--- src/common/pmr_pkg.sv ---
// Constants, register map and carrier types of the power mode and reset cause block.
// Assumes one 100 MHz clock and an AXI4-Lite master with 32-bit data.
package pmr_pkg;

	// ----------------------------------------------------------------
	// Timing
	// ----------------------------------------------------------------
	localparam int CLK_PERIOD_NS = 10;
	localparam int RST_SEQ_NS    = 100;
	// Least time, rounded up to whole cycles
	localparam int RST_SEQ_CYC   = (RST_SEQ_NS + CLK_PERIOD_NS - 1) / CLK_PERIOD_NS;
	localparam int CNT_W         = 8;

	// ----------------------------------------------------------------
	// Register map: printed offsets are word indices
	// ----------------------------------------------------------------
	localparam int              ADDR_W                     = 12;
	localparam logic [7:0]      IDX_POWER_DOWN_COMMAND     = 8'hA4;
	localparam logic [7:0]      IDX_OPERATING_MODE_CONTROL = 8'hAE;
	localparam logic [7:0]      IDX_RESET_CAUSE            = 8'hB1;
	localparam logic [ADDR_W-1:0] ADDR_POWER_DOWN_COMMAND  = {2'h0, IDX_POWER_DOWN_COMMAND, 2'h0};
	localparam logic [ADDR_W-1:0] ADDR_OPERATING_MODE_CONTROL =
		{2'h0, IDX_OPERATING_MODE_CONTROL, 2'h0};
	localparam logic [ADDR_W-1:0] ADDR_RESET_CAUSE         = {2'h0, IDX_RESET_CAUSE, 2'h0};

	// ----------------------------------------------------------------
	// Field layout and reset values
	// ----------------------------------------------------------------
	localparam int         PD_WAKE_PIN_BIT  = 7;
	localparam int         PD_WAKE_TICK_BIT = 6;
	localparam int         PD_WAKE_COMP_BIT = 5;
	localparam int         OPM_POL_BIT      = 2;
	localparam int         OPM_LOCK_BIT     = 1;
	localparam int         OPM_WDT_BIT      = 0;
	localparam logic [2:0] OPM_RESET        = 3'h0;
	localparam logic [2:0] FLAGS_NONE       = 3'h0;
	localparam logic [2:0] CAUSE_INTERNAL   = 3'h0;
	localparam logic [2:0] CAUSE_PIN        = 3'h1;
	localparam logic [2:0] CAUSE_WDT        = 3'h2;
	localparam logic [1:0] RESP_OKAY        = 2'h0;
	localparam logic [1:0] RESP_SLVERR      = 2'h2;

	// ----------------------------------------------------------------
	// Enumerations
	// ----------------------------------------------------------------
	typedef enum logic [2:0] {
		MODE_RUN          = 3'h0,
		MODE_DEEPEST      = 3'h1,
		MODE_MEMRET_OFF   = 3'h2,
		MODE_MEMRET_ON    = 3'h3,
		MODE_REGRET       = 3'h4,
		MODE_RSV5         = 3'h5,
		MODE_RSV6         = 3'h6,
		MODE_STANDBY      = 3'h7
	} pmr_mode_e;

	typedef enum logic [0:0] {
		PWR_RUN   = 1'h0,
		PWR_SLEEP = 1'h1
	} pmr_pwr_e;

	// ----------------------------------------------------------------
	// Bus carriers
	// ----------------------------------------------------------------
	typedef struct packed {
		logic              awvalid;
		logic [ADDR_W-1:0] awaddr;
		logic              wvalid;
		logic [31:0]       wdata;
		logic [3:0]        wstrb;
		logic              bready;
		logic              arvalid;
		logic [ADDR_W-1:0] araddr;
		logic              rready;
	} pmr_axi_req_s;

	typedef struct packed {
		logic        awready;
		logic        wready;
		logic        bvalid;
		logic [1:0]  bresp;
		logic        arready;
		logic        rvalid;
		logic [31:0] rdata;
		logic [1:0]  rresp;
	} pmr_axi_rsp_s;

	// Retention modes put the watchdog in reset when so enabled
	function automatic logic is_retention(input pmr_mode_e m);
		return (m == MODE_MEMRET_OFF) || (m == MODE_MEMRET_ON) || (m == MODE_REGRET);
	endfunction : is_retention

	// Nonzero, non-reserved command codes start a power-down
	function automatic logic is_sleep_cmd(input logic [2:0] c);
		return (c != MODE_RUN) && (c != MODE_RSV5) && (c != MODE_RSV6);
	endfunction : is_sleep_cmd

endpackage : pmr_pkg

--- src/rtl/pmr_top.sv ---
// Power mode control, wakeup cause flags and reset cause record, as an AXI4-Lite slave.
// Assumes wake pins and the reset pin are asynchronous; tick, comparator, watchdog
// and wake-pin enables come from logic on aclk.

// Overview of operation
// - Nonzero, non-reserved command write enters power-down; zero stays running
// - Codes select deep, retention, standby; 101/110 reserved
// - Command field reads back previous mode, 000 power-off
// - Bit 7 flags wakeup by pin
// - Bit 6 flags wakeup by timer tick
// - Bit 5 flags wakeup by comparator
// - Flags clear on read or power-down entry
// - Mode bit 2 makes pin subset active low
// - Mode bit 1 locks the retention latches
// - Mode bit 0 resets watchdog in retention modes
// - Generator, pin and watchdog resets share one sequence
// - Cause codes 000 generator, 001 pin, 010 watchdog
// - Any write to cause register clears it
// - Pin and watchdog causes accumulate until cleared
module pmr_top
	import pmr_pkg::*;
#(
	parameter int         NPIN     = 8,
	parameter logic [7:0] POL_MASK = 8'h44
) (
	// Clock and reset
	input  wire logic            aclk,
	input  wire logic            aresetn,
	// Register bus
	input  wire pmr_axi_req_s    axi_req,
	output      pmr_axi_rsp_s    axi_rsp,
	// Wakeup sources
	input  wire logic [NPIN-1:0] wake_pin,
	input  wire logic [NPIN-1:0] wake_pin_en,
	input  wire logic            tick_evt,
	input  wire logic            comp_evt,
	// Reset sources
	input  wire logic            reset_pin_n,
	input  wire logic            wdt_timeout,
	// System controls
	output logic                 sys_reset,
	output logic                 sleep_active,
	output pmr_mode_e            sleep_mode,
	output logic                 mcu_clk_stop,
	output logic                 wdt_hold_reset,
	output logic                 wdt_halt,
	output logic                 ret_latch_lock,
	output logic                 wake_pol_low
);

	// ----------------------------------------------------------------
	// State
	// ----------------------------------------------------------------
	typedef struct packed {
		pmr_axi_rsp_s      rsp;
		logic              aw_held;
		logic [ADDR_W-1:0] aw_addr;
		logic              w_held;
		logic [31:0]       w_data;
		logic [3:0]        w_strb;
		pmr_pwr_e          pwr;
		pmr_mode_e         cur_mode;
		pmr_mode_e         prev_mode;
		logic [2:0]        wake_flags;
		logic [2:0]        opm;
		logic [2:0]        cause;
		logic [CNT_W-1:0]  rst_cnt;
		logic [NPIN-1:0]   pin_s1;
		logic [NPIN-1:0]   pin_s2;
		logic              rpin_s1;
		logic              rpin_s2;
		logic              rpin_s3;
		logic              sys_reset;
		logic              sleep_active;
		pmr_mode_e         sleep_mode;
		logic              mcu_clk_stop;
		logic              wdt_hold;
		logic              wdt_halt;
		logic              latch_lock;
		logic              pol_low;
	} pmr_state_s;

	pmr_state_s s_r;
	pmr_state_s s_nxt;

	// ----------------------------------------------------------------
	// Helpers
	// ----------------------------------------------------------------
	// Flags sit in bits 7:5, previous mode in 2:0
	function automatic logic [7:0] pd_readback(input logic [2:0] flags, input pmr_mode_e prev);
		return {flags, 2'h0, prev};
	endfunction : pd_readback

	// Pins in the selectable subset are inverted when low polarity is chosen
	function automatic logic [NPIN-1:0] pin_active(input logic [NPIN-1:0] lvl, input logic low);
		return lvl ^ (POL_MASK[NPIN-1:0] & {NPIN{low}});
	endfunction : pin_active

	// ----------------------------------------------------------------
	// Next-state logic
	// ----------------------------------------------------------------
	logic             pin_wake;
	logic             any_wake;
	logic             rpin_fall;
	logic             rst_evt;
	logic             wr_fire;
	logic             rd_fire;
	logic [7:0]       rd_byte;
	logic             rd_hit;
	logic [2:0]       cmd;

	always_comb begin
		s_nxt     = s_r;
		pin_wake  = 1'b0;
		any_wake  = 1'b0;
		rpin_fall = 1'b0;
		rst_evt   = 1'b0;
		wr_fire   = 1'b0;
		rd_fire   = 1'b0;
		rd_byte   = 8'h00;
		rd_hit    = 1'b0;
		cmd       = 3'h0;

		// Two-stage synchronisers for asynchronous pins
		s_nxt.pin_s1  = wake_pin;
		s_nxt.pin_s2  = s_r.pin_s1;
		s_nxt.rpin_s1 = reset_pin_n;
		s_nxt.rpin_s2 = s_r.rpin_s1;
		s_nxt.rpin_s3 = s_r.rpin_s2;

		// Write address and data taken independently
		if (axi_req.awvalid && s_r.rsp.awready) begin
			s_nxt.aw_held = 1'b1;
			s_nxt.aw_addr = axi_req.awaddr;
		end
		if (axi_req.wvalid && s_r.rsp.wready) begin
			s_nxt.w_held = 1'b1;
			s_nxt.w_data = axi_req.wdata;
			s_nxt.w_strb = axi_req.wstrb;
		end
		if (s_r.rsp.bvalid && axi_req.bready) begin
			s_nxt.rsp.bvalid = 1'b0;
		end

		// Write executes once both halves are held and no response is pending
		wr_fire = s_r.aw_held && s_r.w_held && !s_r.rsp.bvalid;
		if (wr_fire) begin
			s_nxt.aw_held    = 1'b0;
			s_nxt.w_held     = 1'b0;
			s_nxt.rsp.bvalid = 1'b1;
			s_nxt.rsp.bresp  = RESP_OKAY;
			cmd              = s_r.w_data[2:0];
			unique case (s_r.aw_addr)
				ADDR_POWER_DOWN_COMMAND: begin
					// Writes are ignored during the reset sequence or while asleep
					if (s_r.w_strb[0] && !s_r.sys_reset && s_r.pwr == PWR_RUN
						&& is_sleep_cmd(cmd)) begin
						s_nxt.pwr        = PWR_SLEEP;
						s_nxt.cur_mode   = pmr_mode_e'(cmd);
						s_nxt.wake_flags = FLAGS_NONE;
					end
				end
				ADDR_OPERATING_MODE_CONTROL: begin
					// Upper bits are not stored; software keeps them zero
					if (s_r.w_strb[0] && !s_r.sys_reset) begin
						s_nxt.opm = s_r.w_data[2:0];
					end
				end
				ADDR_RESET_CAUSE: begin
					s_nxt.cause = CAUSE_INTERNAL;
				end
				default: begin
					s_nxt.rsp.bresp = RESP_SLVERR;
				end
			endcase
		end

		// Read channel
		if (s_r.rsp.rvalid && axi_req.rready) begin
			s_nxt.rsp.rvalid = 1'b0;
		end
		rd_fire = axi_req.arvalid && s_r.rsp.arready;
		if (rd_fire) begin
			rd_hit = 1'b1;
			unique case (axi_req.araddr)
				ADDR_POWER_DOWN_COMMAND: begin
					rd_byte          = pd_readback(s_r.wake_flags, s_r.prev_mode);
					s_nxt.wake_flags = FLAGS_NONE;
				end
				ADDR_OPERATING_MODE_CONTROL: begin
					rd_byte = {5'h00, s_r.opm};
				end
				ADDR_RESET_CAUSE: begin
					rd_byte = {5'h00, s_r.cause};
				end
				default: begin
					rd_hit = 1'b0;
				end
			endcase
			s_nxt.rsp.rvalid = 1'b1;
			s_nxt.rsp.rdata  = {24'h000000, rd_byte};
			s_nxt.rsp.rresp  = rd_hit ? RESP_OKAY : RESP_SLVERR;
		end

		// Wakeup detection; events after a clear still land
		pin_wake = |(pin_active(s_r.pin_s2, s_r.opm[OPM_POL_BIT]) & wake_pin_en);
		any_wake = pin_wake || tick_evt || comp_evt;
		if (s_r.pwr == PWR_SLEEP && any_wake) begin
			// One flag only, pin first, then tick, then comparator
			if (pin_wake) begin
				s_nxt.wake_flags[PD_WAKE_PIN_BIT-5] = 1'b1;
			end else if (tick_evt) begin
				s_nxt.wake_flags[PD_WAKE_TICK_BIT-5] = 1'b1;
			end else begin
				s_nxt.wake_flags[PD_WAKE_COMP_BIT-5] = 1'b1;
			end
			s_nxt.prev_mode = s_r.cur_mode;
			s_nxt.cur_mode  = MODE_RUN;
			s_nxt.pwr       = PWR_RUN;
		end

		// Pin and watchdog resets; cause bits OR in after any clear above
		rpin_fall = s_r.rpin_s3 && !s_r.rpin_s2;
		rst_evt   = rpin_fall || wdt_timeout;
		if (rpin_fall) begin
			s_nxt.cause = s_nxt.cause | CAUSE_PIN;
		end
		if (wdt_timeout) begin
			s_nxt.cause = s_nxt.cause | CAUSE_WDT;
		end
		if (rst_evt) begin
			// Same sequence as the generator reset, cause record excepted
			s_nxt.rst_cnt    = RST_SEQ_CYC[CNT_W-1:0];
			s_nxt.pwr        = PWR_RUN;
			s_nxt.cur_mode   = MODE_RUN;
			s_nxt.prev_mode  = MODE_RUN;
			s_nxt.wake_flags = FLAGS_NONE;
			s_nxt.opm        = OPM_RESET;
		end else if (s_r.rst_cnt != '0) begin
			s_nxt.rst_cnt = s_r.rst_cnt - 1'b1;
		end

		// Registered outputs
		s_nxt.sys_reset    = (s_nxt.rst_cnt != '0);
		s_nxt.sleep_active = (s_nxt.pwr == PWR_SLEEP);
		s_nxt.sleep_mode   = s_nxt.cur_mode;
		s_nxt.mcu_clk_stop = (s_nxt.pwr == PWR_SLEEP);
		s_nxt.wdt_halt     = (s_nxt.pwr == PWR_SLEEP) && (s_nxt.cur_mode == MODE_DEEPEST);
		s_nxt.wdt_hold     = (s_nxt.pwr == PWR_SLEEP) && s_nxt.opm[OPM_WDT_BIT]
			&& is_retention(s_nxt.cur_mode);
		s_nxt.latch_lock   = s_nxt.opm[OPM_LOCK_BIT];
		s_nxt.pol_low      = s_nxt.opm[OPM_POL_BIT];

		// Write readies follow the held state, arready the pending read response
		s_nxt.rsp.awready = !s_nxt.aw_held;
		s_nxt.rsp.wready  = !s_nxt.w_held;
		s_nxt.rsp.arready = !s_nxt.rsp.rvalid;

		// Generator reset: everything cleared but rst_cnt and sys_reset, which start the sequence; cause reads 000
		if (!aresetn) begin
			s_nxt           = '0;
			s_nxt.rst_cnt   = RST_SEQ_CYC[CNT_W-1:0];
			s_nxt.sys_reset = 1'b1;
			s_nxt.cause     = CAUSE_INTERNAL;
		end
	end

	// ----------------------------------------------------------------
	// State register
	// ----------------------------------------------------------------
	// Reset is folded into s_nxt so the flop sees one source only
	always_ff @(posedge aclk) begin
		s_r <= s_nxt;
	end

	// ----------------------------------------------------------------
	// Outputs, all straight from the state register
	// ----------------------------------------------------------------
	assign axi_rsp        = s_r.rsp;
	assign sys_reset      = s_r.sys_reset;
	assign sleep_active   = s_r.sleep_active;
	assign sleep_mode     = s_r.sleep_mode;
	assign mcu_clk_stop   = s_r.mcu_clk_stop;
	assign wdt_hold_reset = s_r.wdt_hold;
	assign wdt_halt       = s_r.wdt_halt;
	assign ret_latch_lock = s_r.latch_lock;
	assign wake_pol_low   = s_r.pol_low;

endmodule : pmr_top

--- config.mk ---
export PLATFORM = sky130hd
export DESIGN_NAME = pmr_top
export DESIGN_NICKNAME = d
export VERILOG_FILES = /design/src/common/pmr_pkg.sv /design/src/rtl/pmr_top.sv
export SDC_FILE = /design/constraint.sdc
export NUM_CORES = 1
export LEC_CHECK = 0
export BUFFER_PORTS_ARGS = -buffer_cell sky130_fd_sc_hd__buf_2
export CAP_MARGIN = 20
export CORE_MARGIN = 4
export CORE_UTILIZATION = 38
export DETAILED_ROUTE_END_ITERATION = 10
export PLACE_DENSITY_LB_ADDON = 0.08
export SYNTH_ARGS = -nofsm -noshare
export SYNTH_HDL_FRONTEND = slang
export SYNTH_SLANG_ARGS = --single-unit
--- constraint.sdc ---
create_clock -name aclk -period 2.5 [get_ports aclk]
set_input_delay 0.375 -clock aclk [delete_from_list [all_inputs] [get_ports aclk]]
set_output_delay 0.375 -clock aclk [all_outputs]
set_load 0.05 [all_outputs]
==> results of run 1 <==
registers in the layout, summed over array words and instances (netlist names):
name,cells
wdt_halt,1
s_r,56
mcu_clk_stop,1
sleep_mode,3
axi_rsp,13
wdt_hold_reset,1
sys_reset,1
synth_stat cells, drive strengths merged, types with 2 or more instances:
cell     count
a21boi      17
a21oi        9
a221oi       2
a22oi        8
a2bb2oi      2
a31oi        2
and2        23
and3         6
and3b        3
buf         48
clkbuf      10
dfxtp       76
ha           2
inv          6
mux2i        9
nand2       48
nand2b       8
nand3        8
nand3b       3
nand4        3
nand4b       2
nor2        29
nor2b       10
nor3         2
nor3b        5
nor4         3
o21a         5
o21ai        9
or3          2
or4          2
xnor2        2
xor2         5
where the power goes:
part	switching, mW	total [mW]	internal [mW]	leakage, nW
Combinational	0.219	0.311	0.0923	0.997
Clock	0.489	0.962	0.473	0.0968
Sequential	0.0269	1.28	1.25	0.620
routing by layer:
| layer | vias up | global-route usage | wire, um |
|---|---|---|---|
| met3 | 4 | 0.0453 | 474 |
| met2 | 85 | 0.214 | 3180 |
| met4 | 0 | 0.0329 | 52 |
| met5 | - | 0 | 0 |
| li1 | 1340 | - | - |
| met1 | 1163 | 0.179 | 3310 |
through the flow:
| step | total power [mW] | worst slack (ns) | cell area (um^2) | hold WS, ns | util |
|---|---|---|---|---|---|
| final | 2.55 | 0.543 | 3890 | 0.221 | 0.444 |
| after global routing | 2.66 | 0.414 | 3890 | 0.203 | 0.444 |
| after CTS | 2.58 | 0.533 | 3890 | 0.207 | 0.444 |
| after detailed placement | 1.62 | 0.479 | 3680 | 0.417 | 0.420 |
| after global placement | 1.62 | 0.516 | 3680 | 0.416 | 0.420 |
| after floorplan | 1.58 | 0.646 | 3530 | 0.412 | - |
kinds of logic (layout without fill, tap and decap cells):
group                    after synthesis  after routing
other                                  1             28
adder cells (fa/ha/maj)                2              2
AND/OR/NAND/NOR                      160            160
flip-flops                            76             76
multiplexers                          10             10
buffers and inverters                 64            102
XOR/XNOR                               7              7
AO/OA/AOI/OAI                         61             61
placed cells by master, fill, tap and decap left out, drive strengths merged, types with 6 or more instances in the layout:
cell / synthesis / final
nand2b: 8 / 8
nor2: 29 / 29
nand3: 8 / 8
dfxtp: 76 / 76
clkbuf: 10 / 9
a21oi: 9 / 9
o21ai: 9 / 9
conb: 1 / 28
and2: 23 / 23
inv: 6 / 9
a21boi: 17 / 17
mux2i: 9 / 9
a22oi: 8 / 8
buf: 48 / 80
nor2b: 10 / 10
nand2: 48 / 48
and3: 6 / 6
final timing paths:
check,end,start
setup reg to reg,sleep_mode[2],axi_rsp[38]
hold reg to reg,s_r[17],s_r[25]
hold / removal,s_r[24],wake_pin[3]
setup / recovery,sleep_mode[2],axi_rsp[38]
worst reg2reg max path, stage by stage (launching register included):
cell and delay, ns:
dfxtp_1 0.33, and3b_1 0.35, nand4_2 0.21, or4_1 0.69, mux2i_1 0.22, nor2_1 0.06
layout make-up:
cell class                      instances  area (um^2)
Sequential cell                        76         1520
Clock inverter                          7         80.1
Inverter                                6         22.5
Clock buffer                            9          124
Tap cell                              108          135
Timing Repair Buffer                   80          408
Multi-Input combinational cell        268         1600
Fill cell                             882         4880
==> results summary, run 1 <==
The number of buffers created by CTS is 9. The synthesized design contains 76 register bits. The class of the most critical setup path is reg -> reg. The fraction of layout instances using a drive strength above 1 came out at 0.231. After clock tree synthesis, the setup repair step added 0 buffers.

The cell chosen for the clock root is clkbuf_8. The number of setup violations in the final report came out at 0. The buffers plus inverters on the worst setup path is 0.

TritonCTS built the clock tree. The residual antenna-violating net count after detailed routing is 0. In the finished design, the share of the clock period the worst path needs comes to 0.783. The number of enable-type register cells in the synthesized netlist came out at 0.

In this run, post-CTS hold repair placed 0 buffers. For this run, the slowest stage of the critical path takes 0.69 ns. The core region area is 8760 um^2. The adder and majority gate portion of the synthesized area came out at 0.00729.

The power density over the cells is 656 nW/um^2. The detail-routed net length per standard cell came out at 12.7 um. The final routed wirelength across all metal layers came out at 7.02 mm. The I/O pin count came out at 138. The post-route clock skew came out at 0.00909 ns.

In this run the cell area of the synthesized design comes to 3430 um^2. The number of warning messages in the yosys log is 0. The count of port buffers added during placement is 77.

The final weighted congestion in routability-driven placement came out at 0.754. The post-synthesis average cell area is 9.01 um^2. The number of instances resized during post-cts repair is 0. The die area is 10600 um^2. The total via count after detailed routing is 2592. The combined global-route utilization of all metal layers came out at 0.135. The maximum resistive drop on vdd came out at 0.304 mV.

STA classifies the critical path startpoint as a flip-flop. The first global-routing pass estimated 11.2 mm of wire. The number of cells in the finished layout apart from fillers is 554. After the first detailed-routing iteration, the DRC count stood at 40. The standard-cell row count is 34.

The most area-hungry cell type in the Yosys netlist is dfxtp_1. The estimated wirelength of the detail-placed design is 5.34 mm. Of all nets on the critical path, the largest fanout is 6. The number of nets in the layout is 530. The depth of the CTS H-tree came out at 3. The largest family of logic cells by synthesized area is simple AND/OR/NAND/NOR gates. The internal reg-to-reg setup slack is 0.54 ns. The multiplexer share of the synthesized area is 0.0295.

The pin count of the biggest net entering global routing is 52. The run finished with clean final reports. The number of library cell types mapped by synthesis came out at 49.

The post-synthesis share of cell area spent on and, or, nand and nor gates is 0.250. Broken down by cell family, the worst path's largest delay share belongs to simple AND/OR/NAND/NOR gates. The total count of max-transition violations in the final report is 0. The initial antenna violation count was 0. In this run the worst hold path is classified as in -> reg. The count of maximum capacitance violations came out at 0. The CTS sink count came out at 76. The top achievable clock speed came out at 0.511 GHz.

Traced cell by cell, the critical path runs through and3b_1 > nand4_2 > or4_1 > mux2i_1 > nor2_1. After clock tree synthesis, the clock-pin slew on the worst setup and hold paths is 0.09 ns. The time the final worst path needs with I/O delays and setup came out at 1.96 ns. At the pin with the least slew margin, the transition time is 0.584 ns. After detailed placement, the design holds a cell count of 538. The initial core utilization came out at 0.392. Counting flops with an async set or reset pin after synthesis yields a share of 0. The path length in cells of the critical path came out at 5. The worst-case clock buffer depth is 2. The static leakage came out at 1.71 nW. The arrival time reported for the critical path endpoint came out at 2.20 ns. The die boundary height came out at 103 um. The post-synthesis cell count is 381. The hold-critical path depth came out at 2.

The number of global-route vias before repair came out at 2404. The width of the die is 103 um. For the worst-skew pair, the clock arrives at the later sink with an insertion delay of 0.35 ns.

Sorting the synthesized cells by area gives the leading types as dfxtp_1 (44%), buf_4 (10%), nand2_1 (5.2%). The cell count of the worst reg-to-reg path came out at 5. Setup repair after global routing left no endpoint under its margin. The number of vias per cell after detailed routing is 4.68. At the worst endpoint, the required time is 2.74 ns.

The summed negative setup slack over all endpoints is 0 ns. The worst setup path is captured at a flip-flop. The compound-gate portion of the synthesized area is 0.129. Compared with the post-synthesis result, the final layout area differs by 13.3%. For this run, the detailed router's first-pass iteration total came to 4. The final-report hold violation count is 0.

For this run, the leading register cell type out of synthesis is dfxtp_1. The global-route congestion overflow total came out at 0. The DRC violation count after routing came out at 0.

The total inserted antenna cells is 0. For this run, the register share of the synthesized area comes to 0.443. The share of the synthesized area in the top cell type is 0.443. Of the total synthesized cell area, the portion taken by XOR and XNOR cells is 0.0179.

The remaining max-slew budget at the tightest pin is 0.608. The largest individual stage delay along the critical path comes from the cell or4_1.
Note: power is estimated with default switching activity, not from simulation.
==> run 2, diff against run 1 <==
- clock period: 2.5 -> 1.7 ns (I/O delays scaled with it)
==> results summary, run 2 (synthesis gave the netlist of run 1 again) <==
The flow ran to the end, and the final reports show no timing, DRC or antenna violations. The count of TritonRoute iterations in the first routing pass is 4 (unchanged). The pin count of the biggest net entering global routing is 31 (-40%). STA classifies the critical path startpoint as a flip-flop.

Setup repair after global routing could not meet its margin everywhere. The count of port buffers added during placement is 77 (unchanged). The largest register by flop count is s_r.

Leaving out fill and tap cells, the most frequent cell in the layout is buf_2. The met2 usage in global routing came to 0.214 (unchanged). The post-synthesis to final-layout area growth came out at 20.7%.

The worst-case clock buffer depth came out at 2 (unchanged). The estimated wirelength of the detail-placed design is 5.59 mm (+4.7%). The share of the core filled with cells came out at 0.473 (+0.0293). The depth of the CTS H-tree is 3 (unchanged). The detail-routed net length per standard cell is 12.8 um (+0.66%).

The final-report hold violation count is 0 (unchanged). The required time of the worst setup path is 1.93 ns (-0.81 ns). The initial core utilization is 0.392 (unchanged). The die area is 10600 um^2 (unchanged). The first-pass GRT wire length was 11.6 mm (+4.1%).

The number of cells in the finished layout apart from fillers came out at 581 (+4.9%). The worst register-to-register path begins at s_r[100]. The core region area is 8760 um^2 (unchanged). The CTS sink count was 76 (unchanged). The global-route congestion overflow total came out at 0 (unchanged). The number of nets in the layout came out at 557 (+5.1%). The cell count of the worst reg-to-reg path came out at 6 (+1). The post-route clock skew came out at 0.0121 ns (+0.00306 ns). The width of the die is 103 um (unchanged). The critical path is of the reg -> reg type. The time the final worst path needs with I/O delays and setup is 1.68 ns (-0.274 ns).

The total inserted antenna cells came out at 0 (unchanged). The initial antenna violation count is 0 (unchanged). The final weighted congestion in routability-driven placement came to 0.805 (+6.7%).

The arrival time reported for the critical path endpoint is 1.92 ns (-0.28 ns). The die boundary height was 103 um (unchanged). The violation count after the first detailed-routing iteration came out at 56 (+40%). The standard-cell row count is 34 (unchanged).

The internal reg-to-reg setup slack was 0.02 ns (-0.53 ns). The number of vias per cell after detailed routing is 4.61 (-1.6%). The number of global-route vias before repair is 2451 (+2.0%). Clock tree synthesis selected as its root buffer the cell clkbuf_8. The layer flagged by global routing as most heavily used is met2.

The DRC violation count after routing is 0 (unchanged). The worst-path maximum fanout came to 5 (-1). The clock tree from TritonCTS is built. The hold-critical path depth was 2 (unchanged).

In the layout the commonest cells are buf_2 (77), dfxtp_1 (71), nand2_1 (48), nor2_1 (29), buf_4 (29). The fraction of layout instances using a drive strength above 1 came to 0.302 (+0.0714). The kind of end point of the critical path is a flip-flop. The power density over the cells is 882 nW/um^2 (+34%). The hold buffer count at cts is 0 (unchanged). The ratio of final minimum period to clock period is 0.990 (+0.207). The residual antenna-violating net count after detailed routing came out at 0 (unchanged). The clock insertion delay at the later pin of the skew report came out at 0.35 ns (about the same). The met1 track demand over resource in global routing came out at 0.189 (+0.00997). The maximum resistive drop on vdd came out at 0.498 mV (+64%).

The combined global-route utilization of all metal layers came out at 0.139 (+0.00351). The final hold slack came out at 0.104 ns (-0.116 ns). The top achievable clock speed came out at 0.594 GHz (+16%). The number of buffers created by CTS came out at 9 (unchanged). The count of maximum capacitance violations is 0 (unchanged). The number of flip-flops under the largest register name is 56 (unchanged). The total via count after detailed routing came out at 2676 (+3.2%). The clock slew at the register clock pins of the worst setup and hold paths is 0.08 ns (about the same). The static leakage came out at 1.86 nW (+8.5%). The tightest min-delay check is of the in -> reg type. The worst hold path terminates at s_r[26]. The number of setup violations in the final report is 0 (unchanged).

The worst register-to-register path ends at s_r[42]. The I/O pin count is 138 (unchanged). The met3 usage is 0.0419 (-0.00338). The total count of max-transition violations in the final report came to 0 (unchanged). The final routed wirelength across all metal layers came out at 7.41 mm (+5.6%). The number of placed instances with taps included is 564 (+4.8%). In this run the most critical hold path is launched from wake_pin[5].
==> run 2: worst max-delay path, cell delays in order, from the launching register on <==
cell	delay, ns
dfxtp_2	0.34
nor4_4	0.31
nand4_4	0.17
or3_4	0.42
buf_6	0.13
mux2i_1	0.14
nor2_1	0.05
==> run 2: layer usage <==
| metal | part of all wire | wire, um |
|---|---|---|
| met2 | 0.47 | 3470 |
| met5 | 0 | 0 |
| met4 | 0.010 | 75 |
| met3 | 0.055 | 407 |
| met1 | 0.47 | 3460 |
==> run 2: where the power goes <==
| part | total (mW) | internal [mW] | switching, mW |
|---|---|---|---|
| registers | 1.88 | 1.84 | 0.0364 |
| clock network | 1.28 | 0.579 | 0.697 |
| logic | 0.501 | 0.163 | 0.339 |
==> run 2: worst max path at each step <==
stage / start / end / slack, ns
finish: s_r[100] / s_r[42] / 0.02
global route: s_r[15] / s_r[48] / -0.1
CTS: s_r[91] / wdt_hold_reset / 0.01
detailed placement: s_r[90] / s_r[42] / -0.03
global placement: s_r[90] / sleep_mode[0] / -0.01
floorplan: s_r[42] / wdt_hold_reset / 0.03
==> run 2: layout make-up <==
cell class | count | area, um^2
Fill cell | 914 | 4620
Multi-Input combinational cell | 268 | 1660
Sequential cell | 76 | 1530
Timing Repair Buffer | 107 | 614
Clock buffer | 10 | 138
Tap cell | 108 | 135
Clock inverter | 6 | 46.3
Inverter | 6 | 22.5
==> run 2: what timing repair did <==
action / CTS / global route
pin swaps: 5 / 8
endpoints found under the setup margin: 8 / 14
setup buffers: 0 / 1
resized for setup: 7 / 6
==> run 2: through the flow <==
| stage | setup slack, ns | TNS (ns) | power, mW | instance area, um^2 |
|---|---|---|---|---|
| after floorplan | 0.0269 | 0 | 2.33 | 3560 |
| after detailed placement | -0.0313 | -0.140 | 2.41 | 3900 |
| after CTS | 0.00970 | 0 | 3.71 | 4110 |
| final | 0.0165 | 0 | 3.66 | 4140 |
| after global routing | -0.0981 | -0.623 | 3.82 | 4140 |
| after global placement | -0.0135 | -0.0360 | 2.41 | 3900 |
